--- src/shared/rnb_pkg.sv ---
// shared constants for the receive national-bit and alarm interrupt block
package rnb_pkg;
   // register indices; byte address is four times the index
   localparam logic [11:0] RNB_IDX_LINE_STATUS = 12'h036;
   localparam logic [11:0] RNB_IDX_SEL_EN = 12'h03b;
   localparam logic [11:0] RNB_IDX_NB_STAT = 12'h03c;
   localparam logic [11:0] RNB_IDX_CODEWORD = 12'h03d;
   localparam logic [11:0] RNB_IDX_PA_EN = 12'h03e;
   localparam logic [11:0] RNB_IDX_PA_STAT = 12'h03f;
   localparam int RNB_ADDR_W = 12;
   localparam int RNB_DATA_W = 32;
   localparam int RNB_NUM_SA = 5;
   localparam int RNB_NIB_W = 4;

   // natbit_select_and_irq_enable fields and register reset values
   localparam int RNB_SEL_LSB = 5;
   localparam int RNB_SEL_W = 3;
   localparam logic [7:0] RNB_SEL_EN_RST = 8'h00;
   localparam logic [7:0] RNB_PA_EN_RST = 8'h00;
   localparam logic [4:0] RNB_NB_STAT_RST = 5'h00;
   localparam logic [7:0] RNB_PA_STAT_RST = 8'h00;
   localparam logic [3:0] RNB_NIB_RST = 4'h0;

   // selector codes
   localparam logic [2:0] RNB_SEL_SA4 = 3'h4;
   localparam logic [2:0] RNB_SEL_SA5 = 3'h5;
   localparam logic [2:0] RNB_SEL_SA6 = 3'h6;
   localparam logic [2:0] RNB_SEL_SA7 = 3'h7;
   localparam logic [2:0] RNB_SEL_SA8 = 3'h0;

   // pulse/alarm field positions
   localparam int RNB_PA_OFFLINE = 7;
   localparam int RNB_PA_RAFEBE = 6;
   localparam int RNB_PA_CFEBE = 5;
   localparam int RNB_PA_LINKID = 4;
   localparam int RNB_PA_BFP = 3;
   localparam int RNB_PA_SMFP = 2;
   localparam int RNB_PA_CMFP = 1;
   localparam int RNB_PA_SIGMFP = 0;

   // line status register fields
   localparam int RNB_LS_OFFLINE = 3;
   localparam int RNB_LS_LINKID = 0;
endpackage

--- src/shared/rnb_natbit_if.sv ---
// carrier between the top and one national-bit codeword tracker
`timescale 1ns/1ps
interface rnb_natbit_if;
   logic nfas_stb;
   logic submf_start;
   logic sa_bit;
   logic [3:0] nibble;
   logic changed;
   modport tracker (
      input nfas_stb,
      input submf_start,
      input sa_bit,
      output nibble,
      output changed
   );
   modport top (
      output nfas_stb,
      output submf_start,
      output sa_bit,
      input nibble,
      input changed
   );
endinterface

--- src/rtl/rnb_natbit_deb.sv ---
// captures and debounces one national bit codeword per crc sub-multiframe
`timescale 1ns/1ps
module rnb_natbit_deb
   import rnb_pkg::*;
#(
   parameter int NIB_W = RNB_NIB_W
)
(
   input wire logic ref_clk_i,
   input wire logic rstn_i,
   rnb_natbit_if.tracker nb
);
   logic [NIB_W-1:0] shift_ff;
   logic [2:0] cnt_ff;
   logic [NIB_W-1:0] cand_ff;
   logic cand_vld_ff;
   logic [NIB_W-1:0] nib_ff;
   logic chg_ff;
   logic full;

   assign full = (cnt_ff == 3'(NIB_W));

   // shift in nfas bits, earliest ends in the top bit
   always_ff @(posedge ref_clk_i or negedge rstn_i)
   begin
      if (!rstn_i)
      begin
         shift_ff <= RNB_NIB_RST;
         cnt_ff <= 3'h0;
      end
      else if (nb.submf_start)
      begin
         shift_ff <= RNB_NIB_RST;
         cnt_ff <= 3'h0;
      end
      else if (nb.nfas_stb && !full)
      begin
         shift_ff <= {shift_ff[NIB_W-2:0], nb.sa_bit};
         cnt_ff <= cnt_ff + 3'h1;
      end
   end

   // debounce: accept only two equal consecutive codewords
   always_ff @(posedge ref_clk_i or negedge rstn_i)
   begin
      if (!rstn_i)
      begin
         cand_ff <= RNB_NIB_RST;
         cand_vld_ff <= 1'b0;
         nib_ff <= RNB_NIB_RST;
         chg_ff <= 1'b0;
      end
      else
      begin
         chg_ff <= 1'b0;
         if (nb.submf_start)
         begin
            cand_ff <= shift_ff;
            cand_vld_ff <= full;
            if (full && cand_vld_ff && cand_ff == shift_ff)
            begin
               nib_ff <= shift_ff;
               chg_ff <= (shift_ff != nib_ff);
            end
         end
      end
   end

   assign nb.nibble = nib_ff;
   assign nb.changed = chg_ff;
endmodule

--- src/rtl/rnb_rx_natbit_irq.sv ---
// receive national-bit codeword and pulse/alarm interrupt block with apb registers
`timescale 1ns/1ps
// Overview of operation
// selector picks Sa4..Sa8 codeword; 010 reserved
// per-Sa enable gates codeword change onto pin
// software keeps enable clear on hdlc Sa bits
// codeword change sets flag; read clears flags
// codeword bits 3..0, earliest bit in 3
// codeword updates only on two equal codewords
// offline sync change enable gates pin
// offline out-of-sync toggle sets change flag
// link-id indication edge sets change flag
// link-id enable gates its flag onto pin
// remote alarm with febe onset flagged, maskable
// continuous febe onset flagged, maskable
// basic frame start flagged, enable gates pin
// sub-multiframe start pulse gated by enable
// crc multiframe start pulse gated by enable
// signaling multiframe start pulse gated by enable
// pulse/alarm status read clears all bits
// offline indication reads 1 when out of sync
// sub-multiframe start sets its flag
// crc multiframe start sets its flag
// signaling multiframe start sets its flag
// pin low while any enabled flag set
// change only when new codeword differs
module rnb_rx_natbit_irq
   import rnb_pkg::*;
#(
   parameter int NUM_SA = RNB_NUM_SA
)
(
   input wire logic ref_clk_i,
   input wire logic rstn_i,
   input wire logic psel_i,
   input wire logic penable_i,
   input wire logic pwrite_i,
   input wire logic [RNB_ADDR_W-1:0] paddr_i,
   input wire logic [RNB_DATA_W-1:0] pwdata_i,
   input wire logic [3:0] pstrb_i,
   output logic [RNB_DATA_W-1:0] prdata_o,
   output logic pready_o,
   output logic pslverr_o,
   input wire logic nfas_stb_i,
   input wire logic [4:0] natbits_i,
   input wire logic basic_frame_start_i,
   input wire logic crc_submf_start_i,
   input wire logic crc_mf_start_i,
   input wire logic sig_mf_start_i,
   input wire logic offline_out_of_sync_ind_i,
   input wire logic remote_alarm_febe_i,
   input wire logic continuous_febe_i,
   input wire logic link_id_received_ind_i,
   output logic int_n_o
);
   logic [7:0] sel_en_ff;
   logic [7:0] pa_en_ff;
   logic [4:0] nb_stat_ff;
   logic [7:0] pa_stat_ff;
   logic [RNB_DATA_W-1:0] prdata_ff;
   logic offline_ff;
   logic link_ff;
   logic rafebe_ff;
   logic cfebe_ff;
   logic [4:0] nxt_nb_stat;
   logic [7:0] nxt_pa_stat;
   logic [7:0] pa_set;
   logic [4:0] nb_set;
   logic [NUM_SA-1:0][3:0] nibbles;
   logic [3:0] sel_nibble;
   logic [2:0] natbit_selector;
   logic [4:0] natbit_change_irq_enables;
   logic acc;
   logic wr;
   logic rd;
   logic hit;
   logic [RNB_ADDR_W-1:0] idx;
   logic [RNB_DATA_W-1:0] rd_mux;

   // one codeword tracker per national bit, Sa4 first
   genvar gi;
   generate
      for (gi = 0; gi < NUM_SA; gi++)
      begin : g_sa
         rnb_natbit_if nb_if ();
         assign nb_if.nfas_stb = nfas_stb_i;
         assign nb_if.submf_start = crc_submf_start_i;
         assign nb_if.sa_bit = natbits_i[NUM_SA-1-gi];
         assign nibbles[gi] = nb_if.nibble;
         assign nb_set[NUM_SA-1-gi] = nb_if.changed;
         rnb_natbit_deb #(
            .NIB_W(RNB_NIB_W)
         ) u_deb (
            .ref_clk_i(ref_clk_i),
            .rstn_i(rstn_i),
            .nb(nb_if.tracker)
         );
      end
   endgenerate

   // apb decode; word index is byte address over four
   assign idx = {2'b00, paddr_i[RNB_ADDR_W-1:2]};
   assign acc = psel_i && penable_i;
   assign wr = acc && pwrite_i;
   assign rd = acc && !pwrite_i;
   assign pready_o = 1'b1;

   always_comb
   begin
      hit = 1'b1;
      case (idx)
         RNB_IDX_LINE_STATUS,
         RNB_IDX_SEL_EN,
         RNB_IDX_NB_STAT,
         RNB_IDX_CODEWORD,
         RNB_IDX_PA_EN,
         RNB_IDX_PA_STAT:
            hit = 1'b1;
         default:
            hit = 1'b0;
      endcase
      if (paddr_i[1:0] != 2'b00)
      begin
         hit = 1'b0;
      end
   end

   assign pslverr_o = acc && !hit;

   assign natbit_selector = sel_en_ff[RNB_SEL_LSB +: RNB_SEL_W];
   assign natbit_change_irq_enables = sel_en_ff[4:0];

   // codeword view follows the selector
   always_comb
   begin
      case (natbit_selector)
         RNB_SEL_SA4:
            sel_nibble = nibbles[0];
         RNB_SEL_SA5:
            sel_nibble = nibbles[1];
         RNB_SEL_SA6:
            sel_nibble = nibbles[2];
         RNB_SEL_SA7:
            sel_nibble = nibbles[3];
         RNB_SEL_SA8:
            sel_nibble = nibbles[4];
         default:
            sel_nibble = RNB_NIB_RST;
      endcase
   end

   // read data mux
   always_comb
   begin
      rd_mux = '0;
      case (idx)
         RNB_IDX_LINE_STATUS:
         begin
            rd_mux[RNB_LS_OFFLINE] = offline_ff;
            rd_mux[RNB_LS_LINKID] = link_ff;
         end
         RNB_IDX_SEL_EN:
            rd_mux[7:0] = sel_en_ff;
         RNB_IDX_NB_STAT:
            rd_mux[4:0] = nb_stat_ff;
         RNB_IDX_CODEWORD:
            rd_mux[3:0] = sel_nibble;
         RNB_IDX_PA_EN:
            rd_mux[7:0] = pa_en_ff;
         RNB_IDX_PA_STAT:
            rd_mux[7:0] = pa_stat_ff;
         default:
            rd_mux = '0;
      endcase
   end

   // read data registered during the setup cycle
   always_ff @(posedge ref_clk_i or negedge rstn_i)
   begin
      if (!rstn_i)
      begin
         prdata_ff <= '0;
      end
      else if (psel_i && !penable_i && !pwrite_i)
      begin
         prdata_ff <= rd_mux;
      end
   end

   assign prdata_o = prdata_ff;

   // control registers, low byte lane only
   always_ff @(posedge ref_clk_i or negedge rstn_i)
   begin
      if (!rstn_i)
      begin
         sel_en_ff <= RNB_SEL_EN_RST;
         pa_en_ff <= RNB_PA_EN_RST;
      end
      else if (wr && pstrb_i[0])
      begin
         if (idx == RNB_IDX_SEL_EN)
         begin
            sel_en_ff <= pwdata_i[7:0];
         end
         if (idx == RNB_IDX_PA_EN)
         begin
            pa_en_ff <= pwdata_i[7:0];
         end
      end
   end

   // previous levels for transition detection
   always_ff @(posedge ref_clk_i or negedge rstn_i)
   begin
      if (!rstn_i)
      begin
         offline_ff <= 1'b0;
         link_ff <= 1'b0;
         rafebe_ff <= 1'b0;
         cfebe_ff <= 1'b0;
      end
      else
      begin
         offline_ff <= offline_out_of_sync_ind_i;
         link_ff <= link_id_received_ind_i;
         rafebe_ff <= remote_alarm_febe_i;
         cfebe_ff <= continuous_febe_i;
      end
   end

   // pulse/alarm event sources
   always_comb
   begin
      pa_set = 8'h00;
      pa_set[RNB_PA_OFFLINE] = offline_out_of_sync_ind_i ^ offline_ff;
      pa_set[RNB_PA_RAFEBE] = remote_alarm_febe_i && !rafebe_ff;
      pa_set[RNB_PA_CFEBE] = continuous_febe_i && !cfebe_ff;
      pa_set[RNB_PA_LINKID] = link_id_received_ind_i ^ link_ff;
      pa_set[RNB_PA_BFP] = basic_frame_start_i;
      pa_set[RNB_PA_SMFP] = crc_submf_start_i;
      pa_set[RNB_PA_CMFP] = crc_mf_start_i;
      pa_set[RNB_PA_SIGMFP] = sig_mf_start_i;
   end

   // sticky flags; a new event wins over the read clear
   always_comb
   begin
      nxt_nb_stat = nb_stat_ff;
      nxt_pa_stat = pa_stat_ff;
      if (rd && idx == RNB_IDX_NB_STAT && paddr_i[1:0] == 2'b00)
      begin
         nxt_nb_stat = RNB_NB_STAT_RST;
      end
      if (rd && idx == RNB_IDX_PA_STAT && paddr_i[1:0] == 2'b00)
      begin
         nxt_pa_stat = RNB_PA_STAT_RST;
      end
      nxt_nb_stat = nxt_nb_stat | nb_set;
      nxt_pa_stat = nxt_pa_stat | pa_set;
   end

   always_ff @(posedge ref_clk_i or negedge rstn_i)
   begin
      if (!rstn_i)
      begin
         nb_stat_ff <= RNB_NB_STAT_RST;
         pa_stat_ff <= RNB_PA_STAT_RST;
      end
      else
      begin
         nb_stat_ff <= nxt_nb_stat;
         pa_stat_ff <= nxt_pa_stat;
      end
   end

   // interrupt pin, active low
   // enable bit 7 covers offline change, bit 4 link-id, bits 3..0 frame pulses

   assign int_n_o = ~(|(nb_stat_ff & natbit_change_irq_enables)
                     | |(pa_stat_ff & pa_en_ff));
endmodule

--- config.mk ---
export PLATFORM = sky130hd
export DESIGN_NAME = rnb_rx_natbit_irq
export DESIGN_NICKNAME = d
export VERILOG_FILES = /design/src/shared/rnb_pkg.sv /design/src/shared/rnb_natbit_if.sv /design/src/rtl/rnb_natbit_deb.sv /design/src/rtl/rnb_rx_natbit_irq.sv
export SDC_FILE = /design/constraint.sdc
export NUM_CORES = 1
export LEC_CHECK = 0
export BUFFER_PORTS_ARGS = -buffer_cell sky130_fd_sc_hd__buf_2
export CELL_PAD_IN_SITES_DETAIL_PLACEMENT = 0
export CELL_PAD_IN_SITES_GLOBAL_PLACEMENT = 1
export CORE_MARGIN = 5
export CORE_UTILIZATION = 30
export DETAILED_ROUTE_END_ITERATION = 7
export GPL_ROUTABILITY_DRIVEN = 0
export GPL_TIMING_DRIVEN = 0
export PLACE_DENSITY_LB_ADDON = 0.1
export SLEW_MARGIN = 10
export SYNTH_ARGS = -nofsm -noshare
export SYNTH_HDL_FRONTEND = slang
export SYNTH_HIERARCHICAL = 1
export SYNTH_SLANG_ARGS = --single-unit
--- constraint.sdc ---
create_clock -name ref_clk_i -period 2 [get_ports ref_clk_i]
set_clock_uncertainty 0.15 [all_clocks]
set_input_delay 0.4 -clock ref_clk_i [delete_from_list [all_inputs] [get_ports ref_clk_i]]
set_output_delay 0.4 -clock ref_clk_i [all_outputs]
set_load 0.03 [all_outputs]
==> results of run 1 <==
## power groups by stage
| stage | logic, W | registers [W] | clock network, W |
|---|---|---|---|
| floorplan | 0.000323 | 0.00269 | 0 |
| global placement | 0.000479 | 0.00270 | 0 |
| detailed placement | 0.000496 | 0.00271 | 0 |
| CTS | 0.000513 | 0.00266 | 0.00341 |
| global route | 0.000587 | 0.00267 | 0.00353 |
| finish | 0.000520 | 0.00266 | 0.00331 |
## routing by layer
layer / global-route usage, % / up-vias / wire length (µm)
met1: 17.2 / 2177 / 6900
li1: - / 2197 / -
met4: 4.88 / 0 / 374
met5: 0 / - / 0
met2: 20.4 / 100 / 6930
met3: 3.70 / 25 / 708
## kinds of logic (layout without fill, tap and decap cells)
group	Yosys count	after routing	synth area share, %
adder cells (fa/ha/maj)	10	10	1.99
flip-flops	126	126	50.0
buffers and inverters	57	148	5.10
AO/OA/AOI/OAI	105	105	10.6
other	2	25	0.119
XOR/XNOR	47	47	6.53
multiplexers	70	70	12.4
AND/OR/NAND/NOR	169	169	13.2
## final cells by class
type / count / area, µm²
Fill cell: 2100 / 13000
Clock inverter: 6 / 130
Timing Repair Buffer: 60 / 379
Multi-Input combinational cell: 426 / 3000
Clock buffer: 25 / 495
Buffer: 39 / 270
Sequential cell: 126 / 3150
Inverter: 18 / 67.6
Tap cell: 275 / 344
## state kept, by name (all words and copies together) (netlist names), 8 cells and up
name and flops:
g_sa.u_deb/cand_ff 20, pa_stat_ff 8, g_sa.u_deb/shift_ff 20, g_sa.u_deb/nb.nibble 20, g_sa.u_deb/cnt_ff 15, sel_en_ff 8
pa_en_ff 8, prdata_o 8
## worst max-delay path, delay by kind of cell (launching register included)
kind	cells	cell delay, ns
flip-flops	1	0.43
AO/OA/AOI/OAI	1	0.38
AND/OR/NAND/NOR	2	0.28
buffers and inverters	1	0.17
## worst min-delay path by stage
stage | depth (start not counted) | to | from
after global placement | 1 | pa_stat_ff[5] | cfebe_ff
after CTS | 2 | pa_stat_ff[3] | basic_frame_start_i
final | 2 | pa_stat_ff[3] | basic_frame_start_i
after detailed placement | 1 | pa_stat_ff[6] | rafebe_ff
after floorplan | 0 | cfebe_ff | rstn_i
after global routing | 2 | pa_stat_ff[3] | basic_frame_start_i
## cell usage in the layout (no fill, tap or decap), types with 12 or more instances in the layout
cell         n
a21oi_1     32
buf_2       45
buf_4       34
clkbuf_16   17
conb_1      25
dfrtp_1    126
inv_1       18
mux2_2      53
mux2i_1     15
nand2_1     84
nand3_1     12
nor2_1      32
o21ai_0     23
xnor2_1     27
xor2_1      20
## timing repair
action                     CTS  global route
hold endpoints to repair    73             0
pin swaps                    5             8
hold buffers                 6             0
setup endpoints to repair   10            28
setup buffers                3             3
gates resized for setup      7            21
## per-stage QoR
step	worst slack, ns	hold slack, ns	instance area (µm²)	TNS [ns]
after floorplan	0.00269	-0.0456	6390	0
after global placement	-1.38	0.262	6970	-186.86
after detailed placement	-0.464	0.262	7010	-14.42
after CTS	-0.263	0.00405	7740	-0.267
after global routing	-0.274	0.0133	7840	-0.298
final	-0.233	0.0246	7840	-0.233
==> flow_summary.ini, run 1 <==
[run_status]
violations = setup timing
status = finished with violations

[timing]
finalHoldViolCount = 0
setup-violations-final = 1
max_freq_mhz = 448
fin_crit_sh_pct = 112
relSlewSlack_pct = 54.9
finalCriticalPeriod_ns = 2.23
worst_slack_ns = -0.233
rsz0062_at_grt = true
worst_pin_slew_ns = 0.677
slew_viol_final = 0

[route]
ant_nets = 0
vias = 4499
first_pass_iters = 5
detail_route.iter0.violations = 138
wl_um = 14900
wire_per_inst_um = 15.3
viasPerCell = 4.61
drcViolationCount = 0

[global_route]
grt_max_degree = 70
antenna_found_initial = 0
grt_pass1_vias = 4706
grt_first_pass_wirelength_um = 24800
grt-ovfl-total = 0
grt_use_total_pct = 13.0

[clocking]
cts_buffer_depth = 2
clock_insertion_delay_worst_skew_ns = 0.41
cts_buffers = 17
numClockSinks = 126
root_buffer = clkbuf_16
htreeDepth = 4
clkTransAtPathRegs_ns = 0.06
cts_tree = built

[place]
dp.cells = 932
port-buffer-count = 47
hpwl_um = 10800

[power]
p_sw_w = 0.00148
leakage_nw = 3.66
p_int_w = 0.00501
clock_power_share_pct = 51.0
p_comb_share_pct = 8.0
finalPower_w = 0.00649
p_per_area_mw_per_mm2 = 828
p_sw_share_pct = 22.8
peakVddDrop_mv = 0.497
seqPwrFrac_pct = 41.0

[worst_setup_path]
critical_path.max_stage_delay_ns = 0.43
slowest_stage = dfrtp_1
r2r-start = g_sa[3].u_deb/cnt_ff[0]
crit_chain = a222oi_1 -> nand3_1 -> nor2_1 -> buf_4
r2r_cells = 6
endpoint_kind = output pin
reg2reg_to = g_sa[3].u_deb/nb.nibble[1]
cp.arrival_ns = 1.68
required_ns = 1.45
endpoint = int_n_o
worstPathMaxFanout = 2
startpoint = pa_stat_ff[6]
start_kind = flop
worst-r2r-setup-slack_ns = 0.08
crit_type = reg2out

[floorplan]
fp.dieArea_mm2 = 0.0240
core-area_mm2 = 0.0208
rows = 53
fp.dieW_um = 155
start_util_pct = 30.3
dieHeight_um = 155
io_pins = 102

[hold_path]
hold_path.class = in2reg

[finish]
diodes = 0
final_util_pct = 37.6
syn_to_final_growth_pct = 24.4
layout-drive-gt1-share_pct = 27.1
final_cells = 975
num-nets-final = 765

[logic_synthesis]
synth_top_cell_area_share_pct = 50.0
synthDistinctLibCells = 47
synth_common_cells = dfrtp_1 (126), nand2_1 (85), mux2_2 (53)
syn_avg_cell_area_um2 = 10.8
syn-instance-count = 586
synth_area_leader_cell = dfrtp_1
synth_edf_count = 0
yosysSeqAreaShare_pct = 50.0
synth_flop_cell = dfrtp_1
ys_ff_latch = 126
synth_area_leaders = dfrtp_1 (50%), mux2_2 (9.5%), nand2_1 (5.1%), xnor2_1 (3.8%), buf_4 (3.1%)
syn_area_mm2 = 0.00630
synthArstFlopShare_pct = 100
synth_most_common_cell = dfrtp_1
yosysWarnings = 6

[flow_run]
cap_violations = 0
Power figures use the tool's default switching activity.
==> inputs of run 2 (changes only) <==
==> constraint.sdc (replaced) <==
create_clock -name ref_clk_i -period 2 [get_ports ref_clk_i]
set_clock_uncertainty 0.15 [all_clocks]
set_input_delay 0.4 -clock ref_clk_i [delete_from_list [all_inputs] [get_ports ref_clk_i]]
set_output_delay 0.4 -clock ref_clk_i [all_outputs]
set_load 0.005 [all_outputs]
==> run 2 against run 1 <==
The run still ends with setup timing left; clock power barely moved; combinational power is 12% lower; fmax is 1.8% higher; count of clock-buffer cells in the layout unchanged; die area did not move; non-clock buffer count shrank 3; highest routed layer unchanged.
==> flow_summary.ini, run 2 (same netlist as run 1, synthesis figures left out) <==
[global_route]
grt_pass1_vias = 4688
antenna_found_initial = 0
grt_first_pass_wirelength_um = 24700
grt_max_degree = 70
grt-ovfl-total = 0
grt_use_total_pct = 13.0

[finish]
final_common_cell = dfrtp_1
diodes = 0
num-nets-final = 762
final_util_pct = 37.5
final_cells = 972
layout-drive-gt1-share_pct = 26.8
syn_to_final_growth_pct = 23.8
final_cell_mix = dfrtp_1 (126), nand2_1 (85), mux2_2 (53)

[power]
seqPwrFrac_pct = 41.4
peakVddDrop_mv = 0.498
clock_power_share_pct = 51.5
leakage_nw = 3.64
p_per_area_mw_per_mm2 = 824
p_comb_share_pct = 7.2
finalPower_w = 0.00643
p_sw_w = 0.00142
p_sw_share_pct = 22.1
p_int_w = 0.00501

[timing]
max_freq_mhz = 456
worst_slack_ns = -0.194
setup-violations-final = 1
fin_crit_sh_pct = 110
relSlewSlack_pct = 50.8
rsz0062_at_grt = true
finalHoldViolCount = 0
finalCriticalPeriod_ns = 2.19
slew_viol_final = 0
worst_pin_slew_ns = 0.733

[route]
wire_per_inst_um = 15.3
detail_route.iter0.violations = 151
wl_um = 14800
drcViolationCount = 0
first_pass_iters = 4
vias = 4473
ant_nets = 0
viasPerCell = 4.60

[clocking]
cts_buffers = 17
root_buffer = clkbuf_16
clock_insertion_delay_worst_skew_ns = 0.41
numClockSinks = 126
cts_buffer_depth = 2
cts_tree = built
htreeDepth = 4
clkTransAtPathRegs_ns = 0.06

[worst_setup_path]
cp_num_buf_inv = 1
required_ns = 1.45
crit_chain = a222oi_1 -> nand3_1 -> nor2_1 -> buf_2
critPathTopFamily = flip-flops
endpoint_kind = output pin
crit_type = reg2out
worstPathMaxFanout = 2
worst-r2r-setup-slack_ns = 0.08
cp.arrival_ns = 1.64
critical_path.max_stage_delay_ns = 0.43
start_kind = flop
slowest_stage = dfrtp_1

[floorplan]
fp.dieW_um = 155
start_util_pct = 30.3
fp.dieArea_mm2 = 0.0240
io_pins = 102
dieHeight_um = 155
core-area_mm2 = 0.0208
rows = 53

[flow_run]
cap_violations = 0

[run_status]
violations = setup timing
status = finished with violations

[place]
hpwl_um = 10800
port-buffer-count = 47
dp.cells = 932

[hold_path]
hold_path.class = in2reg
-- run 2: power groups by stage --
stage	registers, W	logic [W]	clock network [W]
6_report	0.00266	0.000460	0.00331
5_1_grt	0.00267	0.000527	0.00353
4_1_cts	0.00266	0.000455	0.00341
3_5_place_dp	0.00271	0.000439	0
3_3_place_gp	0.00270	0.000423	0
2_1_floorplan	0.00269	0.000267	0
-- run 2: final cells by class --
type	count	area (µm²)
Fill cell	2096	13000
Timing Repair Buffer	57	358
Buffer	39	260
Sequential cell	126	3150
Clock buffer	25	495
Clock inverter	6	130
Inverter	18	67.6
Multi-Input combinational cell	426	2990
Tap cell	275	344
-- run 2: layer usage --
metal	vias up	track usage (%)	share of wire, %
li1	2189	-	-
met1	2173	17.2	47
met2	87	20.3	46
met3	24	3.70	4.3
met4	0	4.88	2.7
met5	-	0	0
-- run 2: worst reg2reg max path, stage by stage (launching register included) --
cell and delay, ns:
dfrtp_1 0.40, inv_1 0.07, ha_1 0.21, nand4_1 0.17, nor4_4 0.37, o21ai_2 0.14
mux2_2 0.29
-- run 2: path summary, 6_finish.rpt --
| kind | start | endpoint | cells after the start |
|---|---|---|---|
| max in group asynchronous | rstn_i | g_sa[3].u_deb/shift_ff[3] | 3 |
| worst min register to register | rafebe_ff | pa_stat_ff[6] | 1 |
| worst max-delay path | pa_stat_ff[6] | int_n_o | 4 |
| worst max register to register | g_sa[3].u_deb/cnt_ff[0] | g_sa[3].u_deb/nb.nibble[1] | 6 |
| worst min-delay path | basic_frame_start_i | pa_stat_ff[3] | 2 |
| min in group asynchronous | rstn_i | pa_stat_ff[3] | 2 |
-- run 2: through the flow --
step                TNS [ns]  hold WS, ns  setup slack, ns  cell area (µm²)
finish                -0.194       0.0235           -0.194             7800
global route          -0.239       0.0133           -0.217             7800
CTS                   -0.216      0.00405           -0.205             7720
detailed placement    -14.37        0.262           -0.464             7010
global placement     -186.80        0.262            -1.38             6970
floorplan                  0      -0.0456          0.00269             6390
-- run 2: repair_timing --
item / CTS / global route
resized for setup: 6 / 16
gates cloned: 0 / 0
buffers inserted: 1 / 2
pin swaps: 4 / 8
endpoints found under the setup margin: 10 / 20
endpoints found under the hold margin: 73 / 0
hold buffers: 6 / 0
